**src/verilog/flash_sel_pkg.sv**
```systemverilog
package flash_sel_pkg;
    // Array geometry
    localparam int ADDR_W = 19;
    localparam logic [18:0] BOOT_BASE = 19'h78000;
    localparam logic [18:0] BOOT_TOP = 19'h7ffff;
    localparam logic [18:0] SMALL1_BASE = 19'h76000;
    localparam logic [18:0] SMALL0_BASE = 19'h74000;
    localparam logic [18:0] MID_BASE = 19'h70000;
    localparam int MAIN_LSB = 16;
    localparam logic [3:0] SECTOR_COUNT = 4'hb;
    localparam logic [3:0] UNIFORM_COUNT = 4'h8;
    // Cycle start nibbles on the data lines
    localparam logic [3:0] START_LPC = 4'h0;
    localparam logic [3:0] START_HUB_RD = 4'hd;
    localparam logic [3:0] START_HUB_WR = 4'he;
    // Command interface codes
    localparam logic [7:0] CMD_SETUP = 8'h20;
    localparam logic [7:0] CMD_UNIFORM = 8'h30;
    localparam logic [7:0] CMD_CONFIRM = 8'hd0;
    localparam logic [7:0] CMD_PROGRAM = 8'h40;
    localparam logic [7:0] CMD_READ = 8'hff;
    // Fixed operation times
    localparam int CLK_MHZ = 40;
    localparam int PROG_US = 20;
    localparam int ERASE_US = 500;
    localparam int PROG_CYC = PROG_US * CLK_MHZ;
    localparam int ERASE_CYC = ERASE_US * CLK_MHZ;
    typedef enum logic [1:0] {MODE_READ, MODE_SETUP, MODE_PROG, MODE_BUSY} cmd_mode_e;
endpackage

```
**src/verilog/bios_flash_interface_select.sv**
```systemverilog
// How it works
// - Strap high picks programming interface, low picks host bus interface.
// - Host mode detects hub-style or LPC cycles; read and write are told apart for hub-style only.
// - Normal erase uses eleven sectors: 32K boot, two 8K, 16K, seven 64K.
// - Uniform erase uses eight aligned 64K sectors.
// - Sector addresses decode from the fixed memory map.
// - Automation starts only on a valid command sequence.
// - Program and erase take fixed durations independent of wear.
// - Reset low blocks writes, clears automation, floats lines, returns read.
// - Init input acts like reset for mode, busy and cycle style in host mode.
// - Frame assertion in host mode starts a cycle and samples its start nibble.
// - Lock low refuses top 64K in hub mode or for a uniform erase, otherwise top 32K in LPC and programming modes.
module bios_flash_interface_select
    import flash_sel_pkg::*;
(
    // Clock and reset
    input wire logic clk,
    input wire logic rstn,
    // Pins
    input wire logic interface_select_strap,
    input wire logic init_n,
    input wire logic frame_n,
    input wire logic top_sector_lock_n,
    input wire logic [3:0] lad_in,
    output logic [3:0] lad_out,
    output logic lad_oe,
    // Decoded write from active interface
    input wire logic wr_valid,
    input wire logic [18:0] wr_addr,
    input wire logic [7:0] wr_data,
    // Status
    output logic prog_if_en,
    output logic host_if_en,
    output logic hub_style_cycle,
    output logic cycle_write,
    output logic cycle_start,
    output logic busy,
    output logic refused,
    output logic [3:0] op_sector
);
    logic [1:0] strap_sync, init_sync, frame_sync, lock_sync;
    logic [3:0] lad_s1, lad_s2;
    logic strap_held, captured, frame_q;
    logic next_strap_held, next_captured;
    cmd_mode_e mode, next_mode;
    logic [31:0] timer, next_timer;
    logic [18:0] op_addr, next_op_addr;
    logic uniform, next_uniform, next_busy, next_refused;
    logic [3:0] next_op_sector, dec_sector;
    logic dec_boot, next_hub, next_write, soft_rst;
    logic prot_hit;

    // Pin synchronisers
    always_ff @(posedge clk or negedge rstn) begin
        if (!rstn) begin
            init_sync <= 2'h3;
            frame_sync <= 2'h3;
            lock_sync <= 2'h0;
            lad_s1 <= 4'hf;
            lad_s2 <= 4'hf;
            frame_q <= 1'b1;
        end else begin
            init_sync <= {init_sync[0], init_n};
            frame_sync <= {frame_sync[0], frame_n};
            lock_sync <= {lock_sync[0], top_sector_lock_n};
            lad_s1 <= lad_in;
            lad_s2 <= lad_s1;
            frame_q <= frame_sync[1];
        end
    end

    // Strap synchroniser runs through reset so the level is ready at release
    always_ff @(posedge clk) begin
        strap_sync <= {strap_sync[0], interface_select_strap};
    end

    // Strap caught once after release; later changes ignored
    always_comb begin
        next_strap_held = strap_held;
        next_captured = 1'b1;
        if (!captured) begin
            next_strap_held = strap_sync[1];
        end
    end
    always_ff @(posedge clk or negedge rstn) begin
        if (!rstn) begin
            strap_held <= 1'b0;
            captured <= 1'b0;
        end else begin
            strap_held <= next_strap_held;
            captured <= next_captured;
        end
    end

    assign prog_if_en = captured && strap_held;
    assign host_if_en = captured && !strap_held;
    // Init behaves as a second reset only in host mode
    assign soft_rst = host_if_en && !init_sync[1];
    assign cycle_start = host_if_en && frame_q && !frame_sync[1];
    // Line driver stays off; read data path lives elsewhere
    assign lad_out = 4'h0;
    assign lad_oe = 1'b0;

    // Cycle style from the start nibble of each framed cycle
    always_comb begin
        next_hub = hub_style_cycle;
        next_write = cycle_write;
        if (soft_rst) begin
            next_hub = 1'b0;
            next_write = 1'b0;
        end else if (cycle_start) begin
            next_hub = (lad_s2 == START_HUB_RD) || (lad_s2 == START_HUB_WR);
            next_write = lad_s2 == START_HUB_WR;
        end
    end
    always_ff @(posedge clk or negedge rstn) begin
        if (!rstn) begin
            hub_style_cycle <= 1'b0;
            cycle_write <= 1'b0;
        end else begin
            hub_style_cycle <= next_hub;
            cycle_write <= next_write;
        end
    end

    sector_decode u_dec (
        .addr(wr_addr),
        .uniform(uniform),
        .sector(dec_sector),
        .boot(dec_boot)
    );

    // Top region guard; the boot area only outside hub-style cycles, so in LPC and programming modes
    // Uniform scheme counts only for a pending erase, never for a later program
    always_comb begin
        if (hub_style_cycle || (mode == MODE_SETUP && uniform)) begin
            prot_hit = !lock_sync[1] && wr_addr[18:16] == 3'h7;
        end else begin
            prot_hit = !lock_sync[1] && dec_boot;
        end
    end

    // Command interface: read, setup, program, busy
    always_comb begin
        next_mode = mode;
        next_timer = timer;
        next_op_addr = op_addr;
        next_uniform = uniform;
        next_busy = busy;
        next_refused = refused;
        next_op_sector = op_sector;
        unique case (mode)
            MODE_READ: begin
                if (wr_valid && wr_data == CMD_SETUP) begin
                    next_mode = MODE_SETUP;
                    next_uniform = 1'b0;
                end else if (wr_valid && wr_data == CMD_UNIFORM) begin
                    next_mode = MODE_SETUP;
                    next_uniform = 1'b1;
                end else if (wr_valid && wr_data == CMD_PROGRAM) begin
                    next_mode = MODE_PROG;
                end
            end
            MODE_SETUP: begin
                if (wr_valid) begin
                    next_mode = MODE_READ;
                    if (wr_data == CMD_CONFIRM) begin
                        next_refused = prot_hit;
                        if (!prot_hit) begin
                            next_mode = MODE_BUSY;
                            next_busy = 1'b1;
                            next_op_sector = dec_sector;
                            next_timer = 32'(ERASE_CYC - 1);
                        end
                    end
                end
            end
            MODE_PROG: begin
                if (wr_valid) begin
                    next_refused = prot_hit;
                    next_mode = prot_hit ? MODE_READ : MODE_BUSY;
                    next_busy = !prot_hit;
                    next_op_addr = wr_addr;
                    next_timer = 32'(PROG_CYC - 1);
                end
            end
            MODE_BUSY: begin
                if (timer == 32'h0) begin
                    next_mode = MODE_READ;
                    next_busy = 1'b0;
                end else begin
                    next_timer = timer - 32'h1;
                end
            end
        endcase
        if (soft_rst) begin
            next_mode = MODE_READ;
            next_busy = 1'b0;
            next_timer = 32'h0;
        end
    end
    always_ff @(posedge clk or negedge rstn) begin
        if (!rstn) begin
            mode <= MODE_READ;
            timer <= 32'h0;
            op_addr <= 19'h0;
            uniform <= 1'b0;
            busy <= 1'b0;
            refused <= 1'b0;
            op_sector <= 4'h0;
        end else begin
            mode <= next_mode;
            timer <= next_timer;
            op_addr <= next_op_addr;
            uniform <= next_uniform;
            busy <= next_busy;
            refused <= next_refused;
            op_sector <= next_op_sector;
        end
    end

    // Checks
    a_strap_held: assert property (@(posedge clk) disable iff (!rstn)
        captured |=> $stable(strap_held)) else $error("strap changed");
    a_if_exclusive: assert property (@(posedge clk) disable iff (!rstn)
        !(prog_if_en && host_if_en)) else $error("both interfaces on");
    a_init_clears: assert property (@(posedge clk) disable iff (!rstn)
        soft_rst |=> mode == MODE_READ && !busy) else $error("init ignored");
    a_busy_source: assert property (@(posedge clk) disable iff (!rstn)
        $rose(busy) |-> $past(wr_valid)) else $error("busy without command");
    a_prog_time: assert property (@(posedge clk) disable iff (!rstn)
        (mode == MODE_PROG && wr_valid && !prot_hit && !soft_rst) |=> busy[*8])
        else $error("program too short");
    a_lock_refuse: assert property (@(posedge clk) disable iff (!rstn)
        (mode == MODE_PROG && wr_valid && prot_hit) |=> !busy && refused)
        else $error("locked write ran");
    a_start_hub: assert property (@(posedge clk) disable iff (!rstn)
        (cycle_start && !soft_rst && lad_s2 == START_HUB_WR) |=> hub_style_cycle && cycle_write)
        else $error("hub write not seen");
    a_lines_float: assert property (@(posedge clk) disable iff (!rstn)
        !lad_oe) else $error("lines driven");
    c_erase: cover property (@(posedge clk) disable iff (!rstn)
        mode == MODE_SETUP ##1 mode == MODE_BUSY);
    c_hub: cover property (@(posedge clk) disable iff (!rstn) $rose(hub_style_cycle));
    c_refuse: cover property (@(posedge clk) disable iff (!rstn) $rose(refused));
endmodule // bios_flash_interface_select

```
**src/verilog/sector_decode.sv**
```systemverilog
module sector_decode
    import flash_sel_pkg::*;
(
    // Address and scheme
    input wire logic [18:0] addr,
    input wire logic uniform,
    // Result
    output logic [3:0] sector,
    output logic boot
);
    // Sector number from address in either scheme
    always_comb begin
        boot = addr >= BOOT_BASE;
        if (uniform || addr < MID_BASE) begin
            sector = {1'b0, addr[18:16]};
        end else if (addr >= BOOT_BASE) begin
            sector = 4'ha;
        end else if (addr >= SMALL1_BASE) begin
            sector = 4'h9;
        end else if (addr >= SMALL0_BASE) begin
            sector = 4'h8;
        end else begin
            sector = 4'h7;
        end
    end
endmodule // sector_decode

```
**config.mk**
```make
export PLATFORM = sky130hd
export DESIGN_NAME = bios_flash_interface_select
export DESIGN_NICKNAME = d
export VERILOG_FILES = /design/src/verilog/flash_sel_pkg.sv /design/src/verilog/bios_flash_interface_select.sv /design/src/verilog/sector_decode.sv
export SDC_FILE = /design/constraint.sdc
export NUM_CORES = 1
export LEC_CHECK = 0
export ABC_AREA = 1
export BUFFER_PORTS_ARGS = -buffer_cell sky130_fd_sc_hd__buf_2
export CORE_MARGIN = 4
export CORE_UTILIZATION = 55
export CTS_CLUSTER_DIAMETER = 100
export CTS_CLUSTER_SIZE = 16
export DETAILED_ROUTE_END_ITERATION = 8
export PLACE_DENSITY_LB_ADDON = 0.2
export SKIP_LAST_GASP = 1
export SYNTH_ARGS = -nofsm -noshare
export SYNTH_HDL_FRONTEND = slang
export SYNTH_SLANG_ARGS = --single-unit
```
**constraint.sdc**
```tcl
create_clock -name clk -period 3.7 [get_ports clk]
set_input_delay 0.37 -clock clk [delete_from_list [all_inputs] [get_ports clk]]
set_output_delay 0.37 -clock clk [all_outputs]
set_load 0.05 [all_outputs]
```
==> results by stage <==
Floorplanning:
- After floorplanning, the core was divided into 29 placement rows.
- The die covers 8090 sq um.
- The initial utilization of the core area, before any placement, comes to 0.575.
- The placeable core area is 6420 sq um.
- The horizontal die dimension is 90.0 um.
- The floorplan die height is 90.0 um.
- Pin placement for this block handled 54 I/O pins.

Synth:
- Of all flip-flops after synthesis, the portion carrying an async set or reset was 0.968.
- The count of cell types in the netlist is 34.
- Synthesis produced a netlist whose cell count is 481.
- The number of synthesized flops with an enable pin is 0.
- The top flip-flop cell by instance count after synthesis is dfrtp_1.
- Synthesis inferred 62 register bits.
- The synthesized area per cell is 7.68 sq um.
- The sequential element share of the synthesized area is 0.422.
- For this run, the number of Yosys warnings is 0.
- The combined area of all synthesized cells is 3690 sq um.

Detailed routing:
- The uppermost layer routed is met4.
- Summed over all layers, the routed wires come to 7.81 mm.
- After detailed routing, the number of remaining DRC violations is 0.
- The detail route stage leaves a number of antenna-violating nets equal to 0.
- The met1 routed wirelength after detailed routing is 3.47 mm.
- The pre-antenna-repair detailed-routing pass consisted of 5 iterations.
- The routed length on met3 is 506 um.
- Detailed routing inserted a total of 3188 vias.
- Using the TritonRoute via totals, the vias-per-cell ratio works out to 5.30.
- Summed over all nets, wire length on met2 after detailed routing comes to 3.61 mm.
- The mean routed wirelength per cell is 13.0 um.
- The first routing iteration left 196 violations.

Cells and area:
- The antenna diode count is 0.
- After filler insertion, the fill cell instance count of the layout stands at 571.
- Measured on the finished design, the core utilization comes to 0.633.
- The area taken by flip-flops and latches is 1560 sq um.
- The most frequent standard cell in the layout excluding fill and tap cells is nand2_1.
- In the layout the commonest cells are 113 x nand2_1, 71 x nor2_1, 47 x inv_1, 47 x dfrtp_1, 35 x buf_2.
- At the end of the flow, the number of nets in the layout was 558.
- The signed area change from the synthesized netlist to the final layout is 10.1%.
- Excluding fillers, the count of instances in the completed layout stands at 601.
- In the final layout, the share of cells above drive strength 1 is 0.254.
- The multi-input combinational cells in the finished layout cover a total of 1810 sq um.

STA:
- After layout, the worst setup slack is 1.26 ns.
- The count of final setup violators is 0.
- The final max-slew violation count came to 0.
- The highest clock rate is 410 MHz.
- Summed over all failing endpoints, the final setup total negative slack is 0 ns.
- The worst slew margin relative to its limit is 0.443.
- Setup repair after global routing left no endpoint under its margin.
- In the finished design, the share of the clock period the worst path needs comes to 0.660.
- The clock period could shrink to 2.44 ns.
- The total count of hold-check failures in the final report is 0.
- The transition at the pin with the smallest max-transition slack is 0.835 ns.
- Between clock sinks in the finished design, the worst skew comes to 0.00752 ns.

Clocking:
- The tree is rooted in a clkbuf_8.
- The clock net in this run drives a total of 62 sinks.
- CTS built an H-tree with a depth of 3.
- The clock passes through at most 2 buffers.
- The number of resized instances in the post-cts repair step is 0.
- After clock tree synthesis, the flow added hold-fix buffers numbering 0.
- The clock reaches the later pin of the worst-skew pair after 0.34 ns.
- The number of CTS-inserted buffers is 9.
- The CTS tree is built.
- The number of buffers inserted by post-CTS setup repair is 0.
- After clock tree synthesis, the clock-pin slew on the worst setup and hold paths is 0.07 ns.

Global route:
- The total overflow left after global routing is 0.
- The maximum number of pins on one net before global-route repair is 48.
- The number of global-route vias before repair was 2994.
- The first-pass GRT wire length is 13.3 mm.
- The number of antenna violations at the first check in global routing is 0.
- Across every metal layer, demand over resource in global routing totals 0.203.

Power:
- The worst-case vdd ir drop is 0.462 mV.
- Of the total power, combinational logic draws 0.400.
- The internal portion of the total power is 1.46 mW.
- For this design the ratio of total power to cell area is 632 nW/um^2.
- The fraction of power consumed by sequential logic is 0.344.
- The clock group share of total power is 0.256.
- Of the total power, the share spent switching nets is 0.433.
- The switching component of the power is 1.11 mW.
- Summed over all cells, the static leakage comes to 2.09 nW.

Place:
- At the end of routability-driven placement, the weighted congestion stood at 0.889.
- Summed over all nets, the half-perimeter wirelength after detailed placement is 5.71 mm.
- At the placement stage, the worst setup path has a slack of 1.25 ns.
- The number of cells after detailed placement is 585.
- In this run the tool buffered the top-level ports with 35 buffer cells.

Critical path:
- The worst setup path is captured at a register.
- The worst flop-to-flop path startpoint is strap_held$_DFFE_PN0N_.
- The worst reg-to-reg path cell count is 10.
- STA classifies the critical path startpoint as a register.
- The critical path start-end classification is register to register.
- The required time at the worst-slack endpoint is 3.90 ns.
- Along the worst path, the maximum fanout reaches 47.
- The reg-to-reg setup timing slack is 1.26 ns.
- The arrival time of data at the critical path endpoint is 2.65 ns.
- The capture point of the worst reg-to-reg path is timer[0]$_DFFE_PN0P_.

Worst hold path:
- The kind of path behind the tightest hold check is primary input to asynchronous set/reset pin.

Outcome:
- The flow ran to the end, and the final reports show no timing, DRC or antenna violations.

Job:
- The number of max-capacitance violations reported is 0.
stage by stage:
step	instance area (sq um)	hold WS, ns	power [mW]
detailed placement	3850	0.332	1.92
global route	4070	0.104	2.77
CTS	4070	0.104	2.59
finish	4070	0.117	2.57
floorplan	3710	0.0744	1.85
global placement	3850	0.312	1.90
cells by family after synthesis:
| family | count (synthesis) | share of synthesized area |
|---|---|---|
| adders and majority gates | 1 | 0.00339 |
| DFF | 62 | 0.422 |
| AOI/OAI and AO/OA | 59 | 0.109 |
| buffers and inverters | 66 | 0.0918 |
| and+or+nand+nor | 281 | 0.348 |
| xor gates and xnor gates | 10 | 0.0237 |
| other | 2 | 0.00203 |
worst max-delay path by stage:
stage,depth (start not counted),from,endpoint,slack (ns)
4_1_cts,10,strap_held$_DFFE_PN0N_,timer[0]$_DFFE_PN0P_,1.23
2_1_floorplan,4,frame_q$_DFF_PN1_,hub_style_cycle$_DFFE_PN0P_,1.40
3_5_place_dp,10,strap_held$_DFFE_PN0N_,timer[3]$_DFFE_PN0P_,1.25
3_3_place_gp,10,strap_held$_DFFE_PN0N_,timer[0]$_DFFE_PN0P_,1.31
5_1_grt,10,strap_held$_DFFE_PN0N_,timer[2]$_DFFE_PN0P_,1.01
6_report,10,strap_held$_DFFE_PN0N_,timer[0]$_DFFE_PN0P_,1.26
worst max-delay path, cell delays in order (launching register included):
cell     delay (ns)
dfrtp_1        0.39
inv_1          0.08
nand3_2        0.45
inv_1          0.28
nor2_1         0.10
nor2_2         0.10
nand2_2        0.07
nor2_4         0.14
nand2_4        0.40
nand2_1        0.20
o21ai_2        0.07
synthesized netlist by cell type (2+ instances only):
library cell	count	area [sq um]
o21bai_1	5	37.5
nand3_2	2	20.0
o21ai_1	2	10.0
nand4_1	20	125
conb_1	2	7.51
o21ai_0	19	95.1
nor2_2	7	43.8
a21oi_1	6	30.0
nand3b_1	2	15.0
xnor2_1	3	26.3
o21ai_2	23	201
nand3_1	30	150
nor2_1	71	267
nand2_2	27	169
dfxtp_1	2	40.0
clkbuf_1	2	7.51
buf_4	7	52.6
inv_1	47	176
xor2_1	7	61.3
buf_12	4	80.1
dfrtp_1	47	1180
nand2_1	113	424
nand2_4	2	22.5
dfstp_2	13	342
inv_2	5	18.8
nor2_4	2	22.5
nor3_1	4	20.0
cell type report:
cell class | count | area share
sequential | 62 | 0.383
clock inverter | 6 | 0.0212
clock buffer | 10 | 0.0314
tap | 77 | 0.0237
timing repair buffer | 37 | 0.0468
multi-input combinational | 357 | 0.446
inverter | 52 | 0.0480
power groups by stage:
stage / combinational [mW] / sequential (mW) / clock, mW
floorplan: 0.932 / 0.915 / 0
global placement: 1.01 / 0.890 / 0
detailed placement: 1.03 / 0.891 / 0
CTS: 1.04 / 0.881 / 0.670
global route: 1.16 / 0.896 / 0.710
finish: 1.03 / 0.882 / 0.658
layer usage:
layer	GRT usage	up-vias
met5	0	-
met2	0.333	92
met1	0.256	1466
met4	0.0867	0
li1	-	1612
met3	0.0501	18
flip-flops by register name, indices dropped and copies added, names as in the netlist, 2 cells and up:
signal	flops
frame_sync	2
init_sync	2
lad_s1	4
lad_s2	4
lock_sync	2
mode	2
op_sector	4
strap_sync	2
timer	32
Power figures use the tool's default switching activity.
